$ cat src/core/bpx_pkg.sv
// Package for the bidirectional port with external interrupt lines.
// Assumes a single core clock domain and a plain strobe register port.
package bpx_pkg;

  localparam int unsigned BPX_PINS     = 6;
  localparam int unsigned BPX_ADDR_W   = 2;
  localparam int unsigned BPX_DATA_W   = 8;
  // Register offsets
  localparam logic [1:0]  BPX_OFF_VALUE = 2'h0;
  localparam logic [1:0]  BPX_OFF_DIR   = 2'h1;
  localparam logic [1:0]  BPX_OFF_OPT   = 2'h2;
  localparam logic [1:0]  BPX_OFF_SENSE = 2'h3;
  // Reset values
  localparam logic [7:0]  BPX_RST_VALUE = 8'h00;
  localparam logic [7:0]  BPX_RST_DIR   = 8'h08;
  localparam logic [7:0]  BPX_RST_OPT   = 8'h02;
  localparam logic [7:0]  BPX_RST_SENSE = 8'h00;
  // Index of the output-only pin
  localparam int unsigned BPX_OUT_ONLY  = 3;
  // Sensitivity codes, two bits per pin group
  localparam logic [1:0]  BPX_SENS_FALL_LOW = 2'h0;
  localparam logic [1:0]  BPX_SENS_RISE     = 2'h1;
  localparam logic [1:0]  BPX_SENS_FALL     = 2'h2;
  localparam logic [1:0]  BPX_SENS_BOTH     = 2'h3;
  // Number of interrupt vectors, pins per vector fixed by a map
  localparam int unsigned BPX_VECS      = 4;
  // Pin group of each vector: bit n set means pin n feeds the vector
  localparam logic [5:0]  BPX_VEC_MAP0  = 6'h01;
  localparam logic [5:0]  BPX_VEC_MAP1  = 6'h02;
  localparam logic [5:0]  BPX_VEC_MAP2  = 6'h04;
  localparam logic [5:0]  BPX_VEC_MAP3  = 6'h30;

endpackage : bpx_pkg

$ cat src/core/bpx_if.sv
// Interface between the port top and each interrupt line block.
// Assumes both sides run on core_clk.
`timescale 1ns/10ps
`default_nettype none
interface bpx_irq_if;
  logic       src;        // Combined source level after forcing
  logic [1:0] sense;      // Selected sensitivity
  logic       sense_wr;   // Write that changes the sensitivity
  logic       vec_fetch;  // CPU fetched this vector
  logic       pending;    // Pending request latch

  modport top  (output src, output sense, output sense_wr, output vec_fetch, input pending);
  modport line (input src, input sense, input sense_wr, input vec_fetch, output pending);
endinterface : bpx_irq_if
`default_nettype wire

$ cat src/core/bpx_irq_line.sv
// One external interrupt line: edge detector and pending latch.
// Assumes its source level is already synchronised to core_clk.
`timescale 1ns/10ps
`default_nettype none
module bpx_irq_line
  import bpx_pkg::*;
(
  input  wire logic core_clk,
  input  wire logic rst_n,
  bpx_irq_if.line   irq
);
  logic src_d_r;
  logic pend_r;
  logic rise;
  logic fall;
  logic hit;

  // Edge and level decode for the chosen sensitivity
  assign rise = irq.src & ~src_d_r;
  assign fall = ~irq.src & src_d_r;
  assign hit  = (irq.sense == BPX_SENS_FALL_LOW) ? (fall | ~irq.src) :
                (irq.sense == BPX_SENS_RISE)     ? rise :
                (irq.sense == BPX_SENS_FALL)     ? fall : (rise | fall); // RULE5

  // Previous level resets to 1, matching the forced idle level
  always_ff @(posedge core_clk) begin
    if (!rst_n) begin
      src_d_r <= 1'b1;
    end else begin
      src_d_r <= irq.src;
    end
  end

  // New event wins over a clear in the same cycle
  always_ff @(posedge core_clk) begin
    if (!rst_n) begin
      pend_r <= 1'b0;
    end else if (hit) begin
      pend_r <= 1'b1;
    end else if (irq.vec_fetch || irq.sense_wr) begin
      pend_r <= 1'b0; // RULE7 RULE8
    end
  end

  assign irq.pending = pend_r;
endmodule : bpx_irq_line
`default_nettype wire

$ cat src/core/bpx_port.sv
// Bidirectional six-pin port with direction, option and value registers,
// alternate function override and edge- or low-level-triggered external interrupts.
// Assumes pins arrive asynchronously and the CPU gives vector fetch pulses.
//
// Contract
// RULE1 - Bit n of each register controls pin n
// RULE2 - Input mode: value reads return pin level
// RULE3 - Input mode: writes update latch only
// RULE4 - Output-only pin never acts as input
// RULE5 - Per-pin interrupt on its programmed sensitivity
// RULE6 - Shared-vector pins combined, low pin masks
// RULE7 - Vector fetch clears pending request
// RULE8 - Sensitivity change clears pending request
// RULE9 - Disabled interrupt forces detector input high
// RULE10 - Software enable sequence avoids spurious edge
// RULE11 - Software disable sequence avoids spurious edge
// RULE12 - Output mode drives latch, reads latch
// RULE13 - Option selects push-pull or open-drain
// RULE14 - Software writes value before selecting output
// RULE15 - Peripheral output overrides standard pin settings
// RULE16 - Peripheral inputs use floating input, readable
// RULE17 - Input with alternate output reads alternate
// RULE18 - Output with alternate input sees latch
// RULE19 - No alternate function on interrupt inputs
// RULE20 - Analog inputs configured as floating input
// RULE21 - Low power keeps state, interrupt wakes
// RULE22 - Interrupt needs input-interrupt mode, mask clear
// RULE23 - Option bit meaning per direction
// RULE24 - Pin inputs synchronised before use
`timescale 1ns/10ps
`default_nettype none
module bpx_port
  import bpx_pkg::*;
(
  input  wire logic                  core_clk,
  input  wire logic                  rst_n,
  // Register port
  input  wire logic [BPX_ADDR_W-1:0] reg_addr,
  input  wire logic [BPX_DATA_W-1:0] reg_wdata,
  input  wire logic                  reg_wr,
  input  wire logic                  reg_rd,
  output logic      [BPX_DATA_W-1:0] reg_rdata,
  // Pads
  input  wire logic [BPX_PINS-1:0]   pin_in,
  output logic      [BPX_PINS-1:0]   pin_out,
  output logic      [BPX_PINS-1:0]   pin_oe_n,
  output logic      [BPX_PINS-1:0]   pin_pullup,
  // Alternate functions
  input  wire logic [BPX_PINS-1:0]   alt_out_en,
  input  wire logic [BPX_PINS-1:0]   alt_out_val,
  input  wire logic [BPX_PINS-1:0]   alt_out_od,
  input  wire logic [BPX_PINS-1:0]   alt_in_en,
  output logic      [BPX_PINS-1:0]   alt_in_val,
  // CPU side
  input  wire logic                  cpu_irq_mask,
  input  wire logic [BPX_VECS-1:0]   vec_fetch,
  input  wire logic                  low_power,
  output logic      [BPX_VECS-1:0]   irq_req,
  output logic                       wake_req
);

  ////////////////////////////////////////////////////////////////////////
  // Registers and synchroniser
  logic [BPX_PINS-1:0] value_r;
  logic [BPX_PINS-1:0] dir_r;
  logic [BPX_PINS-1:0] opt_r;
  logic [7:0]          sense_r;
  logic [BPX_PINS-1:0] sync1_r;
  logic [BPX_PINS-1:0] sync2_r;
  logic [BPX_DATA_W-1:0] rdata_r;
  logic [BPX_PINS-1:0] pout_r;
  logic [BPX_PINS-1:0] poe_n_r;
  logic [BPX_PINS-1:0] pup_r;
  logic [BPX_PINS-1:0] alt_in_r;
  logic [BPX_VECS-1:0] irq_r;
  logic                wake_r;

  // Two-stage pin synchroniser; only stage two is read by logic.
  // Resets high to match the detectors' idle level, so no false edge follows reset.
  always_ff @(posedge core_clk) begin
    if (!rst_n) begin
      sync1_r <= '1;
      sync2_r <= '1;
    end else begin
      sync1_r <= pin_in;
      sync2_r <= sync1_r; // RULE24
    end
  end

  ////////////////////////////////////////////////////////////////////////
  // Pin mode decode
  logic [BPX_PINS-1:0] eff_dir;
  logic [BPX_PINS-1:0] in_irq;
  logic [BPX_PINS-1:0] drive_lvl;
  logic [BPX_PINS-1:0] drive_od;
  logic [BPX_PINS-1:0] oe_n_nxt;
  logic [BPX_PINS-1:0] pup_nxt;
  logic [BPX_PINS-1:0] pin_val;
  logic [BPX_PINS-1:0] rd_value;
  logic [BPX_PINS-1:0] out_only;
  logic [BPX_PINS-1:0] src_lvl;

  assign out_only  = BPX_PINS'(1) << BPX_OUT_ONLY;
  // Output-only pin is always an output; peripheral output forces output
  assign eff_dir   = dir_r | out_only | alt_out_en; // RULE4 RULE15
  assign in_irq    = ~eff_dir & opt_r; // RULE23
  // Alternate output level and drive kind take priority
  assign drive_lvl = alt_out_en & alt_out_val | ~alt_out_en & value_r; // RULE15 RULE12
  assign drive_od  = alt_out_en & alt_out_od | ~alt_out_en & ~opt_r; // RULE13 RULE23
  // Low drives in both kinds, high drives only when push-pull
  assign oe_n_nxt  = ~(eff_dir & (~drive_lvl | ~drive_od)); // RULE13
  assign pup_nxt   = ~eff_dir & opt_r; // RULE23
  assign pin_val   = sync2_r;
  // Reads: pin level in input, latch in output, alternate output if enabled on an input
  assign rd_value  = (dir_r | out_only) & value_r |
                     ~(dir_r | out_only) & alt_out_en & alt_out_val |
                     ~(dir_r | out_only) & ~alt_out_en & pin_val; // RULE2 RULE12 RULE17 RULE16
  // Interrupt source forced to 1 while interrupt is disabled
  assign src_lvl   = in_irq & pin_val | ~in_irq; // RULE9

  ////////////////////////////////////////////////////////////////////////
  // Register writes
  logic wr_value;
  logic wr_dir;
  logic wr_opt;
  logic wr_sense;
  logic [7:0] sense_chg;

  assign wr_value  = reg_wr && (reg_addr == BPX_OFF_VALUE);
  assign wr_dir    = reg_wr && (reg_addr == BPX_OFF_DIR);
  assign wr_opt    = reg_wr && (reg_addr == BPX_OFF_OPT);
  assign wr_sense  = reg_wr && (reg_addr == BPX_OFF_SENSE);
  assign sense_chg = wr_sense ? (reg_wdata ^ sense_r) : 8'h00;

  // Value write only touches the latch; pins follow only in output mode
  always_ff @(posedge core_clk) begin
    if (!rst_n) begin
      value_r <= BPX_RST_VALUE[BPX_PINS-1:0];
      dir_r   <= BPX_RST_DIR[BPX_PINS-1:0];
      opt_r   <= BPX_RST_OPT[BPX_PINS-1:0];
      sense_r <= BPX_RST_SENSE;
    end else begin
      if (wr_value) value_r <= reg_wdata[BPX_PINS-1:0]; // RULE3 RULE1
      if (wr_dir)   dir_r   <= reg_wdata[BPX_PINS-1:0]; // RULE1
      if (wr_opt)   opt_r   <= reg_wdata[BPX_PINS-1:0]; // RULE1
      if (wr_sense) sense_r <= reg_wdata;
    end
  end

  // Read mux; upper bits read as zero except on the sense register, which reads all 8 bits
  logic [BPX_DATA_W-1:0] rd_mux;
  assign rd_mux = (reg_addr == BPX_OFF_VALUE) ? {2'b00, rd_value} :
                  (reg_addr == BPX_OFF_DIR)   ? {2'b00, dir_r} :
                  (reg_addr == BPX_OFF_OPT)   ? {2'b00, opt_r} : sense_r;

  // Read data stands one cycle after the strobe, zero otherwise
  always_ff @(posedge core_clk) begin
    if (!rst_n) begin
      rdata_r <= '0;
    end else begin
      rdata_r <= reg_rd ? rd_mux : '0;
    end
  end

  ////////////////////////////////////////////////////////////////////////
  // Interrupt lines, one per vector
  logic [BPX_PINS-1:0] vec_map [BPX_VECS];
  logic [BPX_VECS-1:0] pend;
  assign vec_map[0] = BPX_VEC_MAP0;
  assign vec_map[1] = BPX_VEC_MAP1;
  assign vec_map[2] = BPX_VEC_MAP2;
  assign vec_map[3] = BPX_VEC_MAP3;

  genvar v;
  generate
    for (v = 0; v < BPX_VECS; v++) begin : g_vec
      bpx_irq_if lnk ();
      // Pins of a group are ANDed, so one low pin masks the rest
      assign lnk.src       = &(src_lvl | ~vec_map[v]); // RULE6
      assign lnk.sense     = sense_r[2*v +: 2]; // RULE5
      assign lnk.sense_wr  = |sense_chg[2*v +: 2]; // RULE8
      assign lnk.vec_fetch = vec_fetch[v]; // RULE7
      assign pend[v]       = lnk.pending;
      bpx_irq_line u_line (
        .core_clk (core_clk),
        .rst_n    (rst_n),
        .irq      (lnk.line)
      );
    end
  endgenerate

  ////////////////////////////////////////////////////////////////////////
  // Output registers
  // Pin and alternate input state is untouched by low power; only the
  // wake output depends on it, since the port itself keeps running.
  always_ff @(posedge core_clk) begin
    if (!rst_n) begin
      pout_r   <= '0;
      poe_n_r  <= '1;
      pup_r    <= '0;
      alt_in_r <= '0;
      irq_r    <= '0;
      wake_r   <= 1'b0;
    end else begin
      pout_r   <= drive_lvl; // RULE12
      poe_n_r  <= oe_n_nxt; // RULE13 RULE21
      pup_r    <= pup_nxt; // RULE23
      // Peripheral input sees latch when pin is an output
      alt_in_r <= alt_in_en & (eff_dir & value_r | ~eff_dir & pin_val); // RULE18 RULE16
      irq_r    <= pend & {BPX_VECS{~cpu_irq_mask}}; // RULE22
      wake_r   <= low_power & (|pend); // RULE21
    end
  end

  assign reg_rdata  = rdata_r;
  assign pin_out    = pout_r;
  assign pin_oe_n   = poe_n_r;
  assign pin_pullup = pup_r;
  assign alt_in_val = alt_in_r;
  assign irq_req    = irq_r;
  assign wake_req   = wake_r;

endmodule : bpx_port
`default_nettype wire

$ cat config.mk
export PLATFORM = sky130hd
export DESIGN_NAME = bpx_port
export DESIGN_NICKNAME = d
export VERILOG_FILES = /design/src/core/bpx_pkg.sv /design/src/core/bpx_if.sv /design/src/core/bpx_irq_line.sv /design/src/core/bpx_port.sv
export SDC_FILE = /design/constraint.sdc
export NUM_CORES = 1
export LEC_CHECK = 0
export BUFFER_PORTS_ARGS = -buffer_cell sky130_fd_sc_hd__buf_4
export CAP_MARGIN = 15
export CORE_MARGIN = 3
export CORE_UTILIZATION = 32
export CTS_BUF_LIST = sky130_fd_sc_hd__clkbuf_8
export CTS_CLUSTER_SIZE = 28
export DETAILED_ROUTE_END_ITERATION = 12
export PLACE_DENSITY_LB_ADDON = 0.1
export SYNTH_ARGS = -nofsm -noshare
export SYNTH_HDL_FRONTEND = slang
export SYNTH_HIERARCHICAL = 1
export SYNTH_SLANG_ARGS = --single-unit
$ cat constraint.sdc
create_clock -name core_clk -period 1.6 [get_ports core_clk]
set_clock_uncertainty 0.2 [all_clocks]
set_input_delay 0.08 -clock core_clk [delete_from_list [all_inputs] [get_ports core_clk]]
set_output_delay 0.08 -clock core_clk [all_outputs]
set_load 0.02 [all_outputs]
# Yosys cells after proc, flatten, opt, wreduce, memory -nomap -nowiden
# Cells that the tools add are included.
# totals
input_bits	50
ff_bits	83
elab_cells	143
output_inout_bits	37
# classes
n_mux	24
n_bitwise	61
n_eq_ne	11
n_reduce_logical	25
# op_table
cell	n
bitwise AND 6 bit	15
inverter 6 bit	8
OR 6 bit	8
2-to-1 mux 1 bit	20
2-to-1 mux 6 bit	3
equality test 2 bit, second input constant	6
inverter 1 bit	11
equality test 2 x 1 -> 1 bit, second input constant	5
zero test 2 bit	5
bitwise AND 1 bit	9
2-to-1 mux 8 bit	1
OR 1 bit	8
nonzero test 2 bit	4
OR reduction 2 bit	4
XOR 8 bit	1
OR reduction 5 bit	1
bitwise AND 4 bit	1
logical AND 1 bit	4
logical OR 1 bit	4
AND reduction 2 bit	2
OR reduction 4 bit	1

# Depth between registers and ports, before layout
# depth
depth_word	13
depth_mapped	8
mapped_depth_nobuf	8

# Cells and area by module
# The synthesis kept the hierarchy.
# by_module_without_submodules
module	seq_area_each_um2	cells_per_inst	instances	area_per_inst_um2
bpx_port	1441.4	292	1	2915.3
bpx_irq_line	40.0	15	4	128.9

# Least setup slack after synthesis
# OpenSTA, ideal clock, no wires.
# synth_path
path_type	register -> register
from	register dir_r[4]
to	register g_vec[3].u_line.pend_r
period_less_slack_ps	1582
required_ps	1279
path_stages_with_launch	9
arrival_time_ps	1261
path_slack_ps	18
n_path_buf	0
setup_time_ps	121
cell_sequence	dfxtp_1 nor2_1 nand2_1 o22a_1 inv_1 ha_1 o21bai_1 a31oi_1 o21ai_1
# synth_via
elab_chain_cells	13
word_cells_on_any_way	17
cone_classes	mux (4); bitwise (11); reduce/logical (2)
# synth_rtl
item	line	rtl
from (decl)	bpx_port.sv:65	logic [BPX_PINS-1:0] dir_r;
from (signal assigned)	bpx_port.sv:139	dir_r <= BPX_RST_DIR[BPX_PINS-1:0];
from (signal assigned)	bpx_port.sv:144	if (wr_dir) dir_r <= reg_wdata[BPX_PINS-1:0];
OR 6 bit *	bpx_port.sv:105	assign eff_dir = dir_r | out_only | alt_out_en;
inverter 6 bit *	bpx_port.sv:106	assign in_irq = ~eff_dir & opt_r;
bitwise AND 6 bit *	bpx_port.sv:106	
bitwise AND 6 bit or inverter 6 bit (tied branches)	bpx_port.sv:119	assign src_lvl = in_irq & pin_val | ~in_irq;
OR 6 bit *	bpx_port.sv:119	
AND reduction 2 bit *	bpx_port.sv:179	assign lnk.src = &(src_lvl | ~vec_map[v]);
named net g_vec[3].lnk.src	bpx_if.sv:6	logic src;
inverter 1 bit	bpx_irq_line.sv:20, bpx_irq_line.sv:21	
bitwise AND 1 bit	bpx_irq_line.sv:20	assign fall = ~irq.src & src_d_r;
OR 1 bit	bpx_irq_line.sv:23	(irq.sense == BPX_SENS_FALL) ? fall : (rise | fall);
2-to-1 mux 1 bit	bpx_irq_line.sv:23	
2-to-1 mux 1 bit	bpx_irq_line.sv:22	(irq.sense == BPX_SENS_RISE) ? rise :
2-to-1 mux 1 bit *	bpx_irq_line.sv:21	assign hit = (irq.sense == BPX_SENS_FALL_LOW) ? (fall | ~irq.src) :
2-to-1 mux 1 bit or nonzero test 2 bit (tied branches)	n/a	
to (signal assigned)	bpx_irq_line.sv:37	pend_r <= 1'b0;
to (signal assigned)	bpx_irq_line.sv:39	pend_r <= 1'b1;
to (signal assigned)	bpx_irq_line.sv:41	pend_r <= 1'b0;
to (decl)	bpx_irq_line.sv:13	logic pend_r;
# Mark *: on every way through the listed nets, which the timed path passes. The rest lies on a longest branch.
# A chain may end at the register's enable or synchronous reset.

# Final worst setup path
# layout_path
from	register dir_r[4]
to	register pup_r[4], in the netlist pin_pullup[4]
# layout_via
elab_chain_cells	3
# layout_rtl
item	line	rtl
OR 6 bit	bpx_port.sv:105	
inverter 6 bit	bpx_port.sv:112	assign pup_nxt = ~eff_dir & opt_r;
bitwise AND 6 bit	bpx_port.sv:112	
to (signal assigned)	bpx_port.sv:207	pup_r <= pup_nxt;
to (decl)	bpx_port.sv:73	logic [BPX_PINS-1:0] pup_r;
# Every way passes these cells.

==> run_results.csv <==
group,metric,value,unit
sta,setup_violations,0,
clock_network,clock_sinks,80,
worst_setup_path,start_kind,"flip-flop",
synth,synthCells,352,
clock_network,cts_tree,"built",
power_and_ir_drop,p_leak,0.00235,uW
placement,hpwlAfterDp,6240,um
sta,setup_slack,35.2,ps
status,status,"finished with violations",
worst_setup_path,cp_max_fo,2,
clock_network,path_clk_slew,80,ps
power_and_ir_drop,irDropWorstVdd,0.377,mV
synth,synth.ff_latch_count,80,
synth,yosysTopAreaCell,"dfxtp_1",
power_and_ir_drop,cellPowerDensity,864,nW/um2
worst_setup_path,crit_required,1640,ps
synth,yosysWarnings,6,
hold_path,hold_class,"in -> reg",
route,vias_per_cell,4.56,
placement,place_ws,-13.4,ps
floorplan,fp.dieH,110,um
route,vias,2996,
route,drc,0,
global_routing,overflow,0,
placement,place.gp.congestion,0.799,
worst_setup_path,critPathArrivalTime,1610,ps
worst_setup_path,path_cells,"nor2_4, dlygate4sd3_1, buf_4, and3_1",
route,wirelength,9280,um
floorplan,ios,87,
clock_network,htree_levels,3,
clock_network,worstSkewPairLatency,350,ps
clock_network,clockBufferDepth,2,
floorplan,coreArea,10400,um2
flow_run,maxCapViolations,0,
synth,ys_seq_area_share,46.7,%
global_routing,grtUsageTotal,16.1,%
placement,port_buffers,84,
sta,whs,-1.11,ps
sta,rsz0062_at_grt,"true",
worst_setup_path,crit_type,"reg -> reg",
finish,nets,575,
global_routing,antenna_found_initial,0,
worst_setup_path,cp_slowest_cell,"dlygate4sd3_1",
clock_network,clock-root-buffer,"clkbuf_8",
synth,syn_area,3430,um2
synth,syn_avg_cell_area,9.75,um2
finish,fin_area,5240,um2
status,violations,"hold timing",
sta,hold_violations,1,
synth,synthDistinctLibCells,40,
sta,fin_crit,1560,ps
global_routing,grt_pass1_vias,3022,
finish,syn_to_final_growth,52.8,%
finish,drive_above_1_share,27.1,%
worst_setup_path,cp.buffers_inverters,2,
floorplan,dieArea,12000,um2
placement,placed_cells,580,
route,drtIter0Drc,88,
finish,diodes,0,
floorplan,die_x,110,um
route,ant_nets,0,
placement,placed_area,4310,um2
clock_network,numCtsBuffers,9,
synth,synthTopCellsByArea,"dfxtp_1 47%, mux2i_1 7.9%, nand2_1 4.8%, nand2b_1 3.8%, nor2b_1 3.6%",
worst_setup_path,critPathMaxStageDelay,550,ps
synth,syn_nets,410,
global_routing,grt_pass1_wl,14700,um
global_routing,grt_max_degree,31,
sta,drv_slew,0,
synth,synth_top_area_share,46.7,%
route,dr.pass1.iters,4,
sta,fin_crit_sh,97.8,%
sta,timing.fmax,639,MHz
floorplan,start_util,33.1,%
floorplan,rows,37,
route,wl_per_cell,14.1,um
worst_setup_path,cp-end-kind,"flip-flop",
finish,final_cells,657,
worst_setup_path,crit_family,"buffers and inverters",
sequential cells by signal, indices dropped and copies added (netlist names), 6 cells and up:
register    cells
opt_r           6
value_r         6
reg_rdata       8
pin_out         6
sense_r         8
pin_oe_n        6
dir_r           6
alt_in_val      6
tightest hold or removal path: stages:
cell     delay [ps]
buf_4           120
nand2_1          80
nand2_1          70
o311a_1         160
stage by stage:
step           total power (uW)  utilization [%]  TNS [ps]
2_1_floorplan              2400                -         0
3_3_place_gp               2650             41.5         0
3_5_place_dp               2650             41.5     -13.4
4_1_cts                    4580             49.5         0
5_1_grt                    4740             50.6     -45.3
6_report                   4530             50.6         0
final cells by class:
| type | instances | area [um2] |
|---|---|---|
| clock buffers | 10 | 138 |
| clock inverters | 5 | 105 |
| fillers | 1000 | 5130 |
| inverters | 17 | 63.8 |
| multi-input cells | 240 | 1720 |
| flip-flops and latches | 80 | 1610 |
| well taps | 136 | 170 |
| repair buffers | 169 | 1440 |
path summary, 6_finish.rpt:
path                                       startpoint                  endpoint  slack, ps  cells after the start
worst min-delay path                    alt_out_en[4]   reg_rdata[4]$_SDFF_PN0_         -1                      4
worst min register to register  sync1_r[1]$_SDFF_PN1_     pin_val[1]$_SDFF_PN1_        210                      1
worst max register to register  dir_r[4]$_SDFFE_PN0P_  pin_pullup[4]$_SDFF_PN0_         40                      4
worst max-delay path            dir_r[4]$_SDFFE_PN0P_  pin_pullup[4]$_SDFF_PN0_         40                      4
cells in the mapped netlist (all sizes together):
| master | number |
|---|---|
| inv | 17 |
| ha | 8 |
| o311a | 1 |
| xnor2 | 8 |
| nand3 | 12 |
| nand3b | 4 |
| nor3b | 1 |
| nor2b | 20 |
| a21o | 5 |
| mux2i | 27 |
| nand2 | 44 |
| dfxtp | 80 |
| or2b | 1 |
| a211oi | 4 |
| or3b | 3 |
| mux4 | 3 |
| clkbuf | 8 |
| and4bb | 4 |
| a21boi | 12 |
| buf | 7 |
| o21ai | 14 |
| o22a | 1 |
| and2 | 6 |
| conb | 1 |
| a21oi | 10 |
| and3 | 8 |
| nand2b | 21 |
| nor4 | 1 |
| o21bai | 4 |
| nor2 | 8 |
| o2111a | 3 |
| and4 | 2 |
| a31oi | 4 |
layer usage:
metal  global-route usage, %  routed length (um)  share of wire (%)
met5                       0                   0                  0
met4                    5.97                 158                1.7
met3                    3.17                 353                3.8
met2                    28.5                4730                 51
met1                    19.1                4040                 44
power by group:
group | leakage [uW] | internal [uW] | total, uW | switching [uW]
sequential | 0.000656 | 2060 | 2100 | 39.3
combinational | 0.00158 | 358 | 631 | 273
clock | 0.000115 | 1070 | 1800 | 732
total | 0.00235 | 3490 | 4530 | 1040
what timing repair did:
action,CTS,global route
hold buffers,58,4
buffers inserted,0,1
gates cloned,0,0
pin swaps,0,10
endpoints found under the setup margin,2,10
gates resized for setup,2,23
hold endpoints to repair,70,10
kinds of logic (layout without fill, tap and decap cells):
| logic type | after synthesis | in the layout | synth area share, % |
|---|---|---|---|
| other | 1 | 1 | 0.109 |
| adder cells (fa/ha/maj) | 8 | 8 | 2.92 |
| AO/OA/AOI/OAI | 58 | 58 | 11.2 |
| XOR/XNOR | 8 | 8 | 2.04 |
| buffers and inverters | 32 | 201 | 4.70 |
| flip-flops | 80 | 80 | 46.7 |
| multiplexers | 30 | 30 | 10.1 |
| AND/OR/NAND/NOR | 135 | 135 | 22.2 |
layout by cell type, fill, tap and decap left out, types with 4 or more instances in the layout:
cell | Yosys | layout
nand3_1 | 12 | 11
a21oi_1 | 10 | 10
o21ai_0 | 10 | 10
clkbuf_8 | 0 | 10
o21bai_1 | 4 | 4
and4bb_1 | 4 | 4
and2_1 | 6 | 6
xnor2_1 | 8 | 8
inv_1 | 17 | 14
a21o_1 | 5 | 5
nor2b_1 | 20 | 20
nor2_1 | 8 | 4
mux2i_1 | 27 | 27
dlygate4sd3_1 | 0 | 60
a21boi_0 | 12 | 11
and3_1 | 8 | 8
o21ai_1 | 4 | 4
a211oi_1 | 4 | 4
nand2b_1 | 21 | 21
ha_1 | 8 | 6
nand2_1 | 44 | 44
dfxtp_1 | 80 | 76
buf_6 | 3 | 4
a31oi_1 | 4 | 4
buf_4 | 1 | 104
(Power assumes the default switching activity.)
